**src/rtl/lem_pkg.sv**
```systemverilog
// constants and state layout for the line event monitor
package lem_pkg;

  // register addresses on the register access port
  localparam logic [5:0] ADDR_MODE = 6'h09;
  localparam logic [5:0] ADDR_IRQ_EN = 6'h0a;
  localparam logic [5:0] ADDR_STATUS = 6'h0b;
  localparam logic [5:0] ADDR_STATUS_CLR = 6'h0c;
  localparam logic [5:0] ADDR_TMO = 6'h1d;
  localparam logic [5:0] ADDR_DIP_LVL = 6'h1e;
  localparam logic [5:0] ADDR_DIP_CYC = 6'h1f;
  localparam logic [5:0] ADDR_IPK_LVL = 6'h20;
  localparam logic [5:0] ADDR_VPK_LVL = 6'h21;
  localparam logic [5:0] ADDR_IMAX = 6'h22;
  localparam logic [5:0] ADDR_IMAX_CLR = 6'h23;
  localparam logic [5:0] ADDR_VMAX = 6'h24;
  localparam logic [5:0] ADDR_VMAX_CLR = 6'h25;
  localparam logic [5:0] ADDR_PERIOD = 6'h26;

  // field positions
  localparam int MODE_DIP_DIS_BIT = 0;
  localparam int FLAG_DIP_BIT = 1;
  localparam int FLAG_TMO_BIT = 3;
  localparam int FLAG_ZX_BIT = 4;
  localparam int FLAG_IPK_BIT = 8;
  localparam int FLAG_VPK_BIT = 9;

  // values after reset
  localparam logic [11:0] TMO_RESET = 12'hfff;
  localparam logic [7:0] DIP_LVL_RESET = 8'h00;
  localparam logic [7:0] DIP_CYC_RESET = 8'hff;
  localparam logic [7:0] PK_LVL_RESET = 8'hff;
  localparam logic [15:0] IRQ_EN_RESET = 16'h0000;

  // cycle counts
  localparam logic [6:0] TMO_PRESCALE_LAST = 7'h7f;
  localparam logic [2:0] PERIOD_PRESCALE_LAST = 3'h7;
  localparam logic [15:0] PERIOD_MAX = 16'h7fff;
  localparam logic [7:0] DIP_CYC_MIN = 8'h02;

  typedef struct packed {
    logic [2:0] sup_sync;
    logic sup_low;
    logic dip_dis;
    logic [15:0] irq_en;
    logic [15:0] flags;
    logic irq_hold;
    logic [11:0] tmo_full;
    logic [11:0] tmo_cnt;
    logic [6:0] tmo_pre;
    logic tmo_active;
    logic [15:0] period;
    logic [15:0] per_cnt;
    logic [2:0] per_pre;
    logic zx;
    logic [7:0] dip_lvl;
    logic [7:0] dip_cyc;
    logic [7:0] dip_run;
    logic cyc_above;
    logic dip_active;
    logic [7:0] vpk_lvl;
    logic [7:0] ipk_lvl;
    logic [23:0] vmax;
    logic [23:0] imax;
    logic [23:0] rdata;
  } lem_state_t;

endpackage

```
**src/rtl/lem_monitor.sv**
```systemverilog
// line event supervision: crossing timeout, period, dip, peaks and interrupt flags
//
// What this block does
// - 12-bit crossing timeout counter decrements once every 128 clocks.
// - each voltage zero crossing reloads the counter from the programmed value.
// - programmed timeout value is 0xfff after reset.
// - counter reaching zero drives dip output low unless dip output disabled.
// - timeout sets its flag always; interrupt only when its enable is set.
// - timeout value is read/write at address 1Dh, 128 clocks per count.
// - 16-bit line period register, updated each period, top bit zero.
// - period count advances once every eight clocks.
// - supply low makes block inactive and holds dip output low.
// - dip cycle setting N of 2 or more asserts dip after N-1 full low cycles.
// - dip sets flag, interrupt if enabled, output only if not disabled.
// - dip output released once voltage magnitude reaches the dip threshold.
// - dip compare uses top byte of doubled filtered voltage magnitude.
// - peak thresholds compared with top byte of doubled magnitudes, both channels.
// - peak exceed sets its flag, interrupt only if enabled.
// - 16-bit interrupt enable register at address 0x0A.
// - 24-bit maximum records per channel, voltage record holds twice magnitude.
// - read of the clearing alias returns a record then zeroes it.
// - events set flags regardless of enables; irq low on any enabled flag.
// - read at 0x0C returns and clears flags; irq goes high.
// - event during clearing read is kept and shows after the transfer.
// - zero crossing output follows voltage sign; edges are the crossing events.
// - irq held high from command end until last data bit shifted.
`timescale 1ns/1ps
`default_nettype none

module lem_monitor (
  input wire logic clk_i,
  input wire logic rst_n_i,
  input wire logic supply_low_i,
  input wire logic [15:0] volt_filt_i,
  input wire logic volt_filt_valid_i,
  input wire logic [23:0] volt_sample_i,
  input wire logic volt_sample_valid_i,
  input wire logic [23:0] curr_sample_i,
  input wire logic curr_sample_valid_i,
  input wire logic [5:0] reg_addr_i,
  input wire logic [23:0] reg_wdata_i,
  input wire logic reg_wr_i,
  input wire logic reg_rd_i,
  input wire logic reg_xfer_done_i,
  output logic [23:0] reg_rdata_o,
  output logic irq_n_o,
  output logic dip_n_o,
  output logic zero_cross_o,
  output logic inactive_o
);

  lem_pkg::lem_state_t st;
  lem_pkg::lem_state_t next_st;

  // magnitude of a signed 24-bit sample; most negative code saturates
  function automatic logic [23:0] lem_abs24(input logic [23:0] v);
    logic [23:0] m;
    m = v[23] ? (~v + 24'h000001) : v;
    if (m[23]) begin
      m = 24'h7fffff;
    end
    return m;
  endfunction

  // top byte of a magnitude after doubling
  function automatic logic [7:0] lem_top_doubled(input logic [23:0] m);
    logic [23:0] d;
    d = {m[22:0], 1'b0};
    return d[23:16];
  endfunction

  logic [15:0] volt_filt_abs;
  logic [7:0] dip_byte;
  logic filt_below;
  logic zx_rise;
  logic zx_fall;
  logic [23:0] vmag;
  logic [23:0] vmag2;
  logic [23:0] imag;
  logic v_upd;
  logic i_upd;
  logic [15:0] ev;
  logic [7:0] run_inc;
  logic rd_hit;
  logic wr_hit;

  always_comb begin
    next_st = st;
    ev = 16'h0000;
    run_inc = 8'h00;
    rd_hit = reg_rd_i;
    wr_hit = reg_wr_i;

    // supply low input: three flops, a change counts when last two agree
    next_st.sup_sync = {st.sup_sync[1:0], supply_low_i};
    if (st.sup_sync[1] == st.sup_sync[2]) begin
      next_st.sup_low = st.sup_sync[2];
    end

    // crossing events from filtered voltage sign
    zx_rise = volt_filt_valid_i && !volt_filt_i[15] && !st.zx;
    zx_fall = volt_filt_valid_i && volt_filt_i[15] && st.zx;
    if (zx_rise) begin
      next_st.zx = 1'b1;
    end else if (zx_fall) begin
      next_st.zx = 1'b0;
    end
    if (zx_rise || zx_fall) begin
      ev[lem_pkg::FLAG_ZX_BIT] = 1'b1;
    end

    next_st.tmo_pre = st.tmo_pre + 7'h01;
    if (st.tmo_pre == lem_pkg::TMO_PRESCALE_LAST && st.tmo_cnt != 12'h000) begin
      next_st.tmo_cnt = st.tmo_cnt - 12'h001;
      if (st.tmo_cnt == 12'h001) begin
        next_st.tmo_active = 1'b1;
        ev[lem_pkg::FLAG_TMO_BIT] = 1'b1;
      end
    end
    if (zx_rise || zx_fall) begin
      next_st.tmo_cnt = st.tmo_full;
      next_st.tmo_pre = 7'h00;
      next_st.tmo_active = 1'b0;
    end

    next_st.per_pre = st.per_pre + 3'h1;
    if (st.per_pre == lem_pkg::PERIOD_PRESCALE_LAST && st.per_cnt != lem_pkg::PERIOD_MAX) begin
      next_st.per_cnt = st.per_cnt + 16'h0001;
    end
    // latch once per period, top bit stays zero by saturation
    if (zx_rise) begin
      next_st.period = st.per_cnt;
      next_st.per_cnt = 16'h0000;
      next_st.per_pre = 3'h0;
    end

    // dip compare on doubled top byte of filtered magnitude
    volt_filt_abs = volt_filt_i[15] ? (~volt_filt_i + 16'h0001) : volt_filt_i;
    dip_byte = volt_filt_abs[14:7];
    filt_below = st.dip_lvl > dip_byte;
    if (volt_filt_valid_i && !filt_below) begin
      next_st.cyc_above = 1'b1;
      next_st.dip_active = 1'b0;
    end
    // count full line cycles spent below the threshold
    if (zx_rise) begin
      next_st.cyc_above = 1'b0;
      if (st.cyc_above) begin
        next_st.dip_run = 8'h00;
      end else begin
        run_inc = (st.dip_run == 8'hff) ? st.dip_run : st.dip_run + 8'h01;
        next_st.dip_run = run_inc;
        if (st.dip_cyc >= lem_pkg::DIP_CYC_MIN && run_inc == st.dip_cyc - 8'h01) begin
          next_st.dip_active = 1'b1;
          ev[lem_pkg::FLAG_DIP_BIT] = 1'b1;
        end
      end
    end

    vmag = lem_abs24(volt_sample_i);
    vmag2 = {vmag[22:0], 1'b0};
    imag = lem_abs24(curr_sample_i);
    if (volt_sample_valid_i && lem_top_doubled(vmag) > st.vpk_lvl) begin
      ev[lem_pkg::FLAG_VPK_BIT] = 1'b1;
    end
    if (curr_sample_valid_i && lem_top_doubled(imag) > st.ipk_lvl) begin
      ev[lem_pkg::FLAG_IPK_BIT] = 1'b1;
    end
    v_upd = volt_sample_valid_i && vmag2 > st.vmax;
    i_upd = curr_sample_valid_i && imag > st.imax;

    // register reads: data is captured at the command
    if (rd_hit) begin
      if (reg_addr_i == lem_pkg::ADDR_MODE) begin
        next_st.rdata = {23'h000000, st.dip_dis};
      end else if (reg_addr_i == lem_pkg::ADDR_IRQ_EN) begin
        next_st.rdata = {8'h00, st.irq_en};
      end else if (reg_addr_i == lem_pkg::ADDR_STATUS) begin
        next_st.rdata = {8'h00, st.flags};
      end else if (reg_addr_i == lem_pkg::ADDR_STATUS_CLR) begin
        next_st.rdata = {8'h00, st.flags};
      end else if (reg_addr_i == lem_pkg::ADDR_TMO) begin
        next_st.rdata = {12'h000, st.tmo_full};
      end else if (reg_addr_i == lem_pkg::ADDR_DIP_LVL) begin
        next_st.rdata = {16'h0000, st.dip_lvl};
      end else if (reg_addr_i == lem_pkg::ADDR_DIP_CYC) begin
        next_st.rdata = {16'h0000, st.dip_cyc};
      end else if (reg_addr_i == lem_pkg::ADDR_IPK_LVL) begin
        next_st.rdata = {16'h0000, st.ipk_lvl};
      end else if (reg_addr_i == lem_pkg::ADDR_VPK_LVL) begin
        next_st.rdata = {16'h0000, st.vpk_lvl};
      end else if (reg_addr_i == lem_pkg::ADDR_IMAX || reg_addr_i == lem_pkg::ADDR_IMAX_CLR) begin
        next_st.rdata = st.imax;
      end else if (reg_addr_i == lem_pkg::ADDR_VMAX || reg_addr_i == lem_pkg::ADDR_VMAX_CLR) begin
        next_st.rdata = st.vmax;
      end else if (reg_addr_i == lem_pkg::ADDR_PERIOD) begin
        next_st.rdata = {8'h00, st.period};
      end else begin
        next_st.rdata = 24'h000000;
      end
    end

    // clearing aliases zero the record; a new larger sample still wins
    if (rd_hit && reg_addr_i == lem_pkg::ADDR_VMAX_CLR) begin
      next_st.vmax = 24'h000000;
    end
    if (rd_hit && reg_addr_i == lem_pkg::ADDR_IMAX_CLR) begin
      next_st.imax = 24'h000000;
    end
    if (v_upd) begin
      next_st.vmax = vmag2;
    end
    if (i_upd) begin
      next_st.imax = imag;
    end

    // clearing read empties the flags and raises irq
    // events of the same cycle survive the clear
    if (rd_hit && reg_addr_i == lem_pkg::ADDR_STATUS_CLR) begin
      next_st.flags = ev;
      next_st.irq_hold = 1'b1;
    end else begin
      next_st.flags = st.flags | ev;
    end
    // hold ends with the last data bit
    if (reg_xfer_done_i) begin
      next_st.irq_hold = 1'b0;
    end

    // register writes
    if (wr_hit) begin
      if (reg_addr_i == lem_pkg::ADDR_MODE) begin
        next_st.dip_dis = reg_wdata_i[lem_pkg::MODE_DIP_DIS_BIT];
      end else if (reg_addr_i == lem_pkg::ADDR_IRQ_EN) begin
        next_st.irq_en = reg_wdata_i[15:0];
      end else if (reg_addr_i == lem_pkg::ADDR_TMO) begin
        next_st.tmo_full = reg_wdata_i[11:0];
      end else if (reg_addr_i == lem_pkg::ADDR_DIP_LVL) begin
        next_st.dip_lvl = reg_wdata_i[7:0];
      end else if (reg_addr_i == lem_pkg::ADDR_DIP_CYC) begin
        next_st.dip_cyc = reg_wdata_i[7:0];
      end else if (reg_addr_i == lem_pkg::ADDR_IPK_LVL) begin
        next_st.ipk_lvl = reg_wdata_i[7:0];
      end else if (reg_addr_i == lem_pkg::ADDR_VPK_LVL) begin
        next_st.vpk_lvl = reg_wdata_i[7:0];
      end
    end
  end

  always_ff @(posedge clk_i or negedge rst_n_i) begin
    if (!rst_n_i) begin
      st <= '0;
      st.tmo_full <= lem_pkg::TMO_RESET;
      st.tmo_cnt <= lem_pkg::TMO_RESET;
      st.irq_en <= lem_pkg::IRQ_EN_RESET;
      st.dip_lvl <= lem_pkg::DIP_LVL_RESET;
      st.dip_cyc <= lem_pkg::DIP_CYC_RESET;
      st.vpk_lvl <= lem_pkg::PK_LVL_RESET;
      st.ipk_lvl <= lem_pkg::PK_LVL_RESET;
      // no cycle seen yet counts as above, so no dip before a real cycle
      st.cyc_above <= 1'b1;
    end else begin
      st <= next_st;
    end
  end

  assign reg_rdata_o = st.rdata;
  assign zero_cross_o = st.zx;
  assign inactive_o = st.sup_low;
  // supply low pulls dip low; disable gates dip and timeout
  assign dip_n_o = !(st.sup_low || (!st.dip_dis && (st.dip_active || st.tmo_active)));
  // any enabled flag pulls irq low; held high during clearing read
  assign irq_n_o = st.irq_hold || !(|(st.flags & st.irq_en));

endmodule

`default_nettype wire

```
**config.mk**
```make
export PLATFORM = sky130hd
export DESIGN_NAME = lem_monitor
export DESIGN_NICKNAME = d
export VERILOG_FILES = /design/src/rtl/lem_pkg.sv /design/src/rtl/lem_monitor.sv
export SDC_FILE = /design/constraint.sdc
export NUM_CORES = 1
export LEC_CHECK = 0
export BUFFER_PORTS_ARGS = -buffer_cell sky130_fd_sc_hd__buf_2
export CORE_MARGIN = 10
export CORE_UTILIZATION = 55
export CTS_CLUSTER_SIZE = 30
export DETAILED_ROUTE_END_ITERATION = 6
export GPL_TIMING_DRIVEN = 0
export PLACE_DENSITY = 0.86
export SLEW_MARGIN = 25
export SYNTH_ARGS = -nofsm -noshare
export SYNTH_HDL_FRONTEND = slang
export SYNTH_SLANG_ARGS = --single-unit
```
**constraint.sdc**
```tcl
create_clock -name clk_i -period 3.45 [get_ports clk_i]
set_clock_uncertainty 0.05 [all_clocks]
set_input_delay 0.69 -clock clk_i [delete_from_list [all_inputs] [get_ports clk_i]]
set_output_delay 0.69 -clock clk_i [all_outputs]
set_load 0.005 [all_outputs]
```
== Yosys cells after proc, flatten, opt, wreduce, memory -nomap -nowiden ==
Index checks and enable logic that the tools add are counted.
W data, S select, Z words.
Word-level totals
  logic and storage cells: 163
  output and inout port bits: 28
  input bits: 103
  register bits: 220
Operators by class
  $add $sub $neg: 9
  $lt $le $gt $ge: 6
  multiplexer cells: 46
  bitwise gates (word level): 11
  reductions and logical operators: 46
  eq/ne operators: 21
Operators with widths (count)
  $mux W24: 17
  $add A24 B1 Y24 const B: 2
  $gt A24 B24 Y1: 2
  $mux W16: 3
  $not A24 Y24: 2
  $mux W23: 2
  $eq A6 B6 Y1 const B: 7
  $eq A6 B4 Y1 const B: 4
  $gt A8 B8 Y1: 3
  $mux W20: 1
  $mux W19: 1
  $eq A6 B5 Y1 const B: 3
  $add A16 B1 Y16 const B: 1
  $and A16 B16 Y16: 1
  $logic_and A1 B1 Y1: 16
  $mux W1: 16
  $mux W8: 2
  $ne A16 B15 Y1 const B: 1
  $or A16 B10 Y16: 1
  $reduce_bool A2 Y1: 8
  $reduce_or A16 Y1: 1
  $add A15 B1 Y15 const B: 1
  $mux W15: 1
  $not A15 Y15: 1
  other kinds (25): 42

== Logic depth before layout (Yosys ltp) ==
  word-level depth: 13
  depth in mapped cells: 16
  mapped depth without buffers: 14

== Worst setup path after synthesis ==
Ideal clock, no wire load.
  kind: input -> register
  start: in curr_sample_i[1]
  end: reg st[38] (netlist bit)
  stages on the path: 16
  library setup time: 125 ps
  buffers on the path: 2
  setup slack: -1212 ps
  data required time: 3275 ps
  arrival time: 4487 ps
  path through: inv_1 -> ha_1 -> or4b_4 -> or4b_1 -> buf_2 -> nor4_2 -> mux2i_1 -> a21oi_1 -> ha_1 -> nand3_1 -> nor4_1 -> nor3b_1 -> nand2_1 -> o211ai_1 -> clkbuf_1 -> mux2_2
Between the ends
  word-level cells in the longest chain between the ends: 7
  elaborated cells between the ends (all ways): 8
  those cells by class: 1 x add/sub; 1 x order compare; 3 x mux; 1 x bitwise; 2 x reduce/logical
Ends and longest elaborated chain
  start: declaration: line lem_monitor.sv:38  | input wire logic [23:0] curr_sample_i,
  $not A24 Y24: line lem_monitor.sv:58  | m = v[23] ? (~v + 24'h000001) : v;
  $add A24 B1 Y24: line lem_monitor.sv:58
  $mux W24 (*): line lem_monitor.sv:58
  $mux W23 (*): line lem_monitor.sv:59  | if (m[23]) begin
  $gt A24 B24 Y1: line lem_monitor.sv:170  | i_upd = curr_sample_valid_i && imag > st.imax;
  $logic_and A1 B1 Y1: line lem_monitor.sv:170
  $mux W24 or $reduce_bool A2 Y1 (tied branches)
  end signal: assignment: line lem_monitor.sv:263  | st <= next_st;
  end: declaration: line lem_monitor.sv:52  | lem_pkg::lem_state_t st;
Every way passes the cells marked *; elsewhere a longest branch is shown, timed or not.
A chain may end at the register's enable or synchronous reset.

== Final worst setup path ==
  start: in curr_sample_i[13]
  end: reg st[37] (netlist bit)
The elaborated chain is that of the path after synthesis.

==> results.md <==
* Status: finished, violations left
* Violated checks: DRC, setup timing
* Distinct cell type count after synthesis at 79
* Setup TNS at -30,150 ps
* Root buf cell: clkbuf_16
* Critical Path Sink Type: flip-flop
* Num Clock Sinks at 207
* Clock power frac at 24.7%
* Multiplexer area fraction after synthesis at 9.475%
* DR vias at 13,410
* GPL Wtd Cong at 0.9655
* Final hold viol count at 0
* Post-route cell area at 16,850 µm²
* Vias in the first global route at 13,090
* FF-to-FF End: st[88]
* Hold depth at 1
* Slew HR at 26.56%
* Place WS at -1683 ps
* CP startpoint kind: input port
* Layout Cells excl Fill at 2,032
* Pin count of the biggest net entering global routing at 98
* Top cell type's share of synthesized area at 29.27%
* Synth Area per Inst at 9.165 µm²
* R2R Path Start: st[91]
* Post-synthesis adder-cell area fraction at 7.576%
* Setup violations, final at 46
* Final worst path period need at 4256 ps
* Fmax at 234.9 MHz
* Comb power frac at 38.6%
* #FFs+latches synth at 207
* Hold path start: supply_low_i
* Fraction of registers with async set/reset at 100.0%
* CP Max Fanout at 6
* Cell taking the most area after synthesis: dfrtp_1
* CTS tree: done
* Compound-Gate Fraction of Synth Area at 16.92%
* Peak supply drop at 0.3251 mV
* Antenna violations before repair at 5
* Hold EP: next_st[218]
* PortBufs at 118
* Register area share after synthesis at 38.80%
* DRT iter0 DRCs at 1,876
* Number of enable flip-flop cells after synthesis at 0
* H-tree depth at 1
* Main combinational cell family by area after synthesis: simple AND/OR/NAND/NOR gates
* Slowest CP cell: or4_4
* Slack of the worst reg-to-reg path at 360 ps
* Core region area at 24,250 µm²
* Slew Viols, Final at 0
* Simple-gate area share of the yosys netlist at 17.89%
* Die H at 176.7 µm
* Total power at 9.791 mW
* GRT overflow at 0
* Top-count cell post-synth: nand2_1
* Fillcell total at 1,668
* Share of layout cells above drive strength 1 at 30.26%
* Post-DP HPWL at 30,570 µm
* Worst-path cell chain: buf_2 -> or4_4 -> or4_1 -> buf_6 -> nor4_4 -> buf_4 -> nor3_1 -> a21oi_1 -> ha_1 -> nand4_1 -> nor4_4 -> nor3b_2 -> a22o_1 -> o211ai_1 -> buf_4 -> clkbuf_16 -> mux2_4
* Sw power at 3.526 mW
* Crit path kind: input port to flip-flop
* P_int at 6.266 mW
* Final worst path period share at 123.4%
* Die Span X at 176.7 µm
* Clock transition at path regs at 60 ps
* Post-synthesis net count at 1,658
* Flop pwr share at 36.7%
* Maxcap violations at 0
* Drt pass-1 iters at 7
* First-pass GRT wire length at 69,520 µm
* Cells after Synth at 1,474
* HP Class: input port to flip-flop
* CP peak stage delay at 550 ps
* CTS Buffer Depth at 3
* Core Rows at 57
* Antenna Nets Post-Route at 0
* Worst-Margin Slew at 1087 ps
* Total Wirelength at 47,560 µm
* Reg2Reg Depth at 8
* Commonest cells in the netlist: nand2_1, dfrtp_1, inv_1
* Top cells by area, synth: dfrtp_1, dfstp_2, mux2_2
* Placed cell count at 1,918
* Fin worst setup slack at -806.3 ps
* Pleak at 7.697 nW
* Tot GR Track Use at 27.25%
* Sw Ratio at 36.01%
* Routed length per instance at 23.41 µm
* Synth Area in XOR/XNOR at 3.306%
* Clock latency on the worst-skew pair at 520 ps
* RSZ-0062 raised after global routing: true
* Pwr Density at 581.0 nW/µm²
* Hold_ws at 224.1 ps
* Post-Place Cell Area at 14,890 µm²
* Die ar. at 31,230 µm²
* Number of I/O pins at 131
* Drt via density at 6.599
* Syn. warnings at 0
* Worst EP arrival at 4600 ps
* Num CTS Buffers at 22
* Synth Flop Type: dfrtp_1
* WP data required at 3800 ps
* Final Util at 69.50%
* Post-Syn Area at 13,510 µm²
* # DRC at 2
* Syn-to-layout area delta at 24.76%
* Initial Util at 55.71%
* Nets at 1,873
-- routing by layer --
metal / global-route usage (%) / part of all wire [%] / up-vias
li1: - / - / 5745
met4: 14.89 / 7.2 / 6
met2: 45.03 / 46 / 944
met1: 32.20 / 35 / 6370
met3: 6.443 / 12 / 344
met5: 0 / 0.11 / -
-- final cells by class --
cell class                 count  area, µm²  area share, %
buffer                        87      489.2          2.903
clock buffer                  31      614.3          3.645
timing repair buffer         193       1378          8.174
sequential                   207       5241          31.10
multi-input combinational   1075       8203          48.67
antenna                        3      7.507        0.04454
clock inverter                 9      111.4         0.6607
inverter                     103      404.1          2.398
tap                          324      405.4          2.405
-- worst max-delay path by stage --
| stage | cells after the start | slack (ps) | endpoint | startpoint |
|---|---|---|---|---|
| 2_1_floorplan | 16 | -950 | st[27] | curr_sample_i[1] |
| 5_1_grt | 17 | -850 | st[35] | curr_sample_i[13] |
| 3_5_place_dp | 14 | -1680 | st[43] | curr_sample_i[1] |
| 6_report | 17 | -810 | st[37] | curr_sample_i[13] |
| 3_3_place_gp | 1 | -1700 | reg_rdata_o[17] | rst_n_i |
| 4_1_cts | 17 | -650 | st[43] | curr_sample_i[1] |
-- cell usage in the layout (no fill, tap or decap), types with 8 or more instances in the layout --
cell type | Yosys | routed
ha_1 | 81 | 72
a22oi_1 | 22 | 22
nor3_1 | 25 | 17
o22ai_1 | 14 | 14
o211ai_1 | 10 | 10
clkbuf_16 | 0 | 24
mux2_4 | 0 | 38
or3_1 | 11 | 10
a221oi_1 | 9 | 9
a21oi_1 | 81 | 65
nand2_1 | 164 | 161
a21o_1 | 14 | 14
xor2_1 | 29 | 29
nand2b_1 | 10 | 9
buf_4 | 24 | 83
a21oi_2 | 0 | 11
nor2_1 | 85 | 82
and2_1 | 29 | 29
o21ai_0 | 82 | 72
dfrtp_1 | 158 | 158
dfstp_2 | 49 | 49
a31oi_1 | 36 | 34
inv_1 | 103 | 99
clkbuf_1 | 53 | 55
xnor2_1 | 22 | 22
buf_2 | 3 | 109
mux2_2 | 102 | 65
buf_6 | 0 | 14
nor2b_1 | 11 | 11
nand3_1 | 40 | 36
o21ai_1 | 3 | 8
nand4_1 | 23 | 23
and3_1 | 13 | 13
o21a_1 | 11 | 10
mux2i_1 | 12 | 10
-- timing repair --
item | in CTS | in global routing
hold buffers | 1 | 0
cloned | 4 | 0
pin swaps | 40 | 36
endpoints found under the hold margin | 21 | 0
resized for setup | 82 | 68
endpoints found under the setup margin | 47 | 47
setup buffers | 47 | 23
-- power by group through the flow --
stage	clock network (mW)	logic [mW]	registers, mW
detailed placement	0	2.89	3.54
global route	2.52	4.03	3.61
global placement	0	2.73	3.51
floorplan	0	2.22	3.31
CTS	2.42	3.37	3.51
finish	2.42	3.78	3.60
-- state kept, by name, indices dropped and copies added (netlist names) --
register      count
st              179
reg_rdata_o      24
next_st           2
inactive_o        1
zero_cross_o      1
-- worst max-delay path, delay by kind of cell --
family,cells,cell delay (ps)
muxes,1,300
and+or+nand+nor,7,2050
AOI/OAI and AO/OA,3,470
adders and majority gates,1,210
buffers and inverters,5,880
-- cell families after synthesis --
family,count (synthesis)
xor+xnor,51
mux,115
compound gates,351
flops,207
buf+inv,192
fa+ha+maj,82
simple gates,476
No activity file was read; power rests on OpenSTA's default activity.
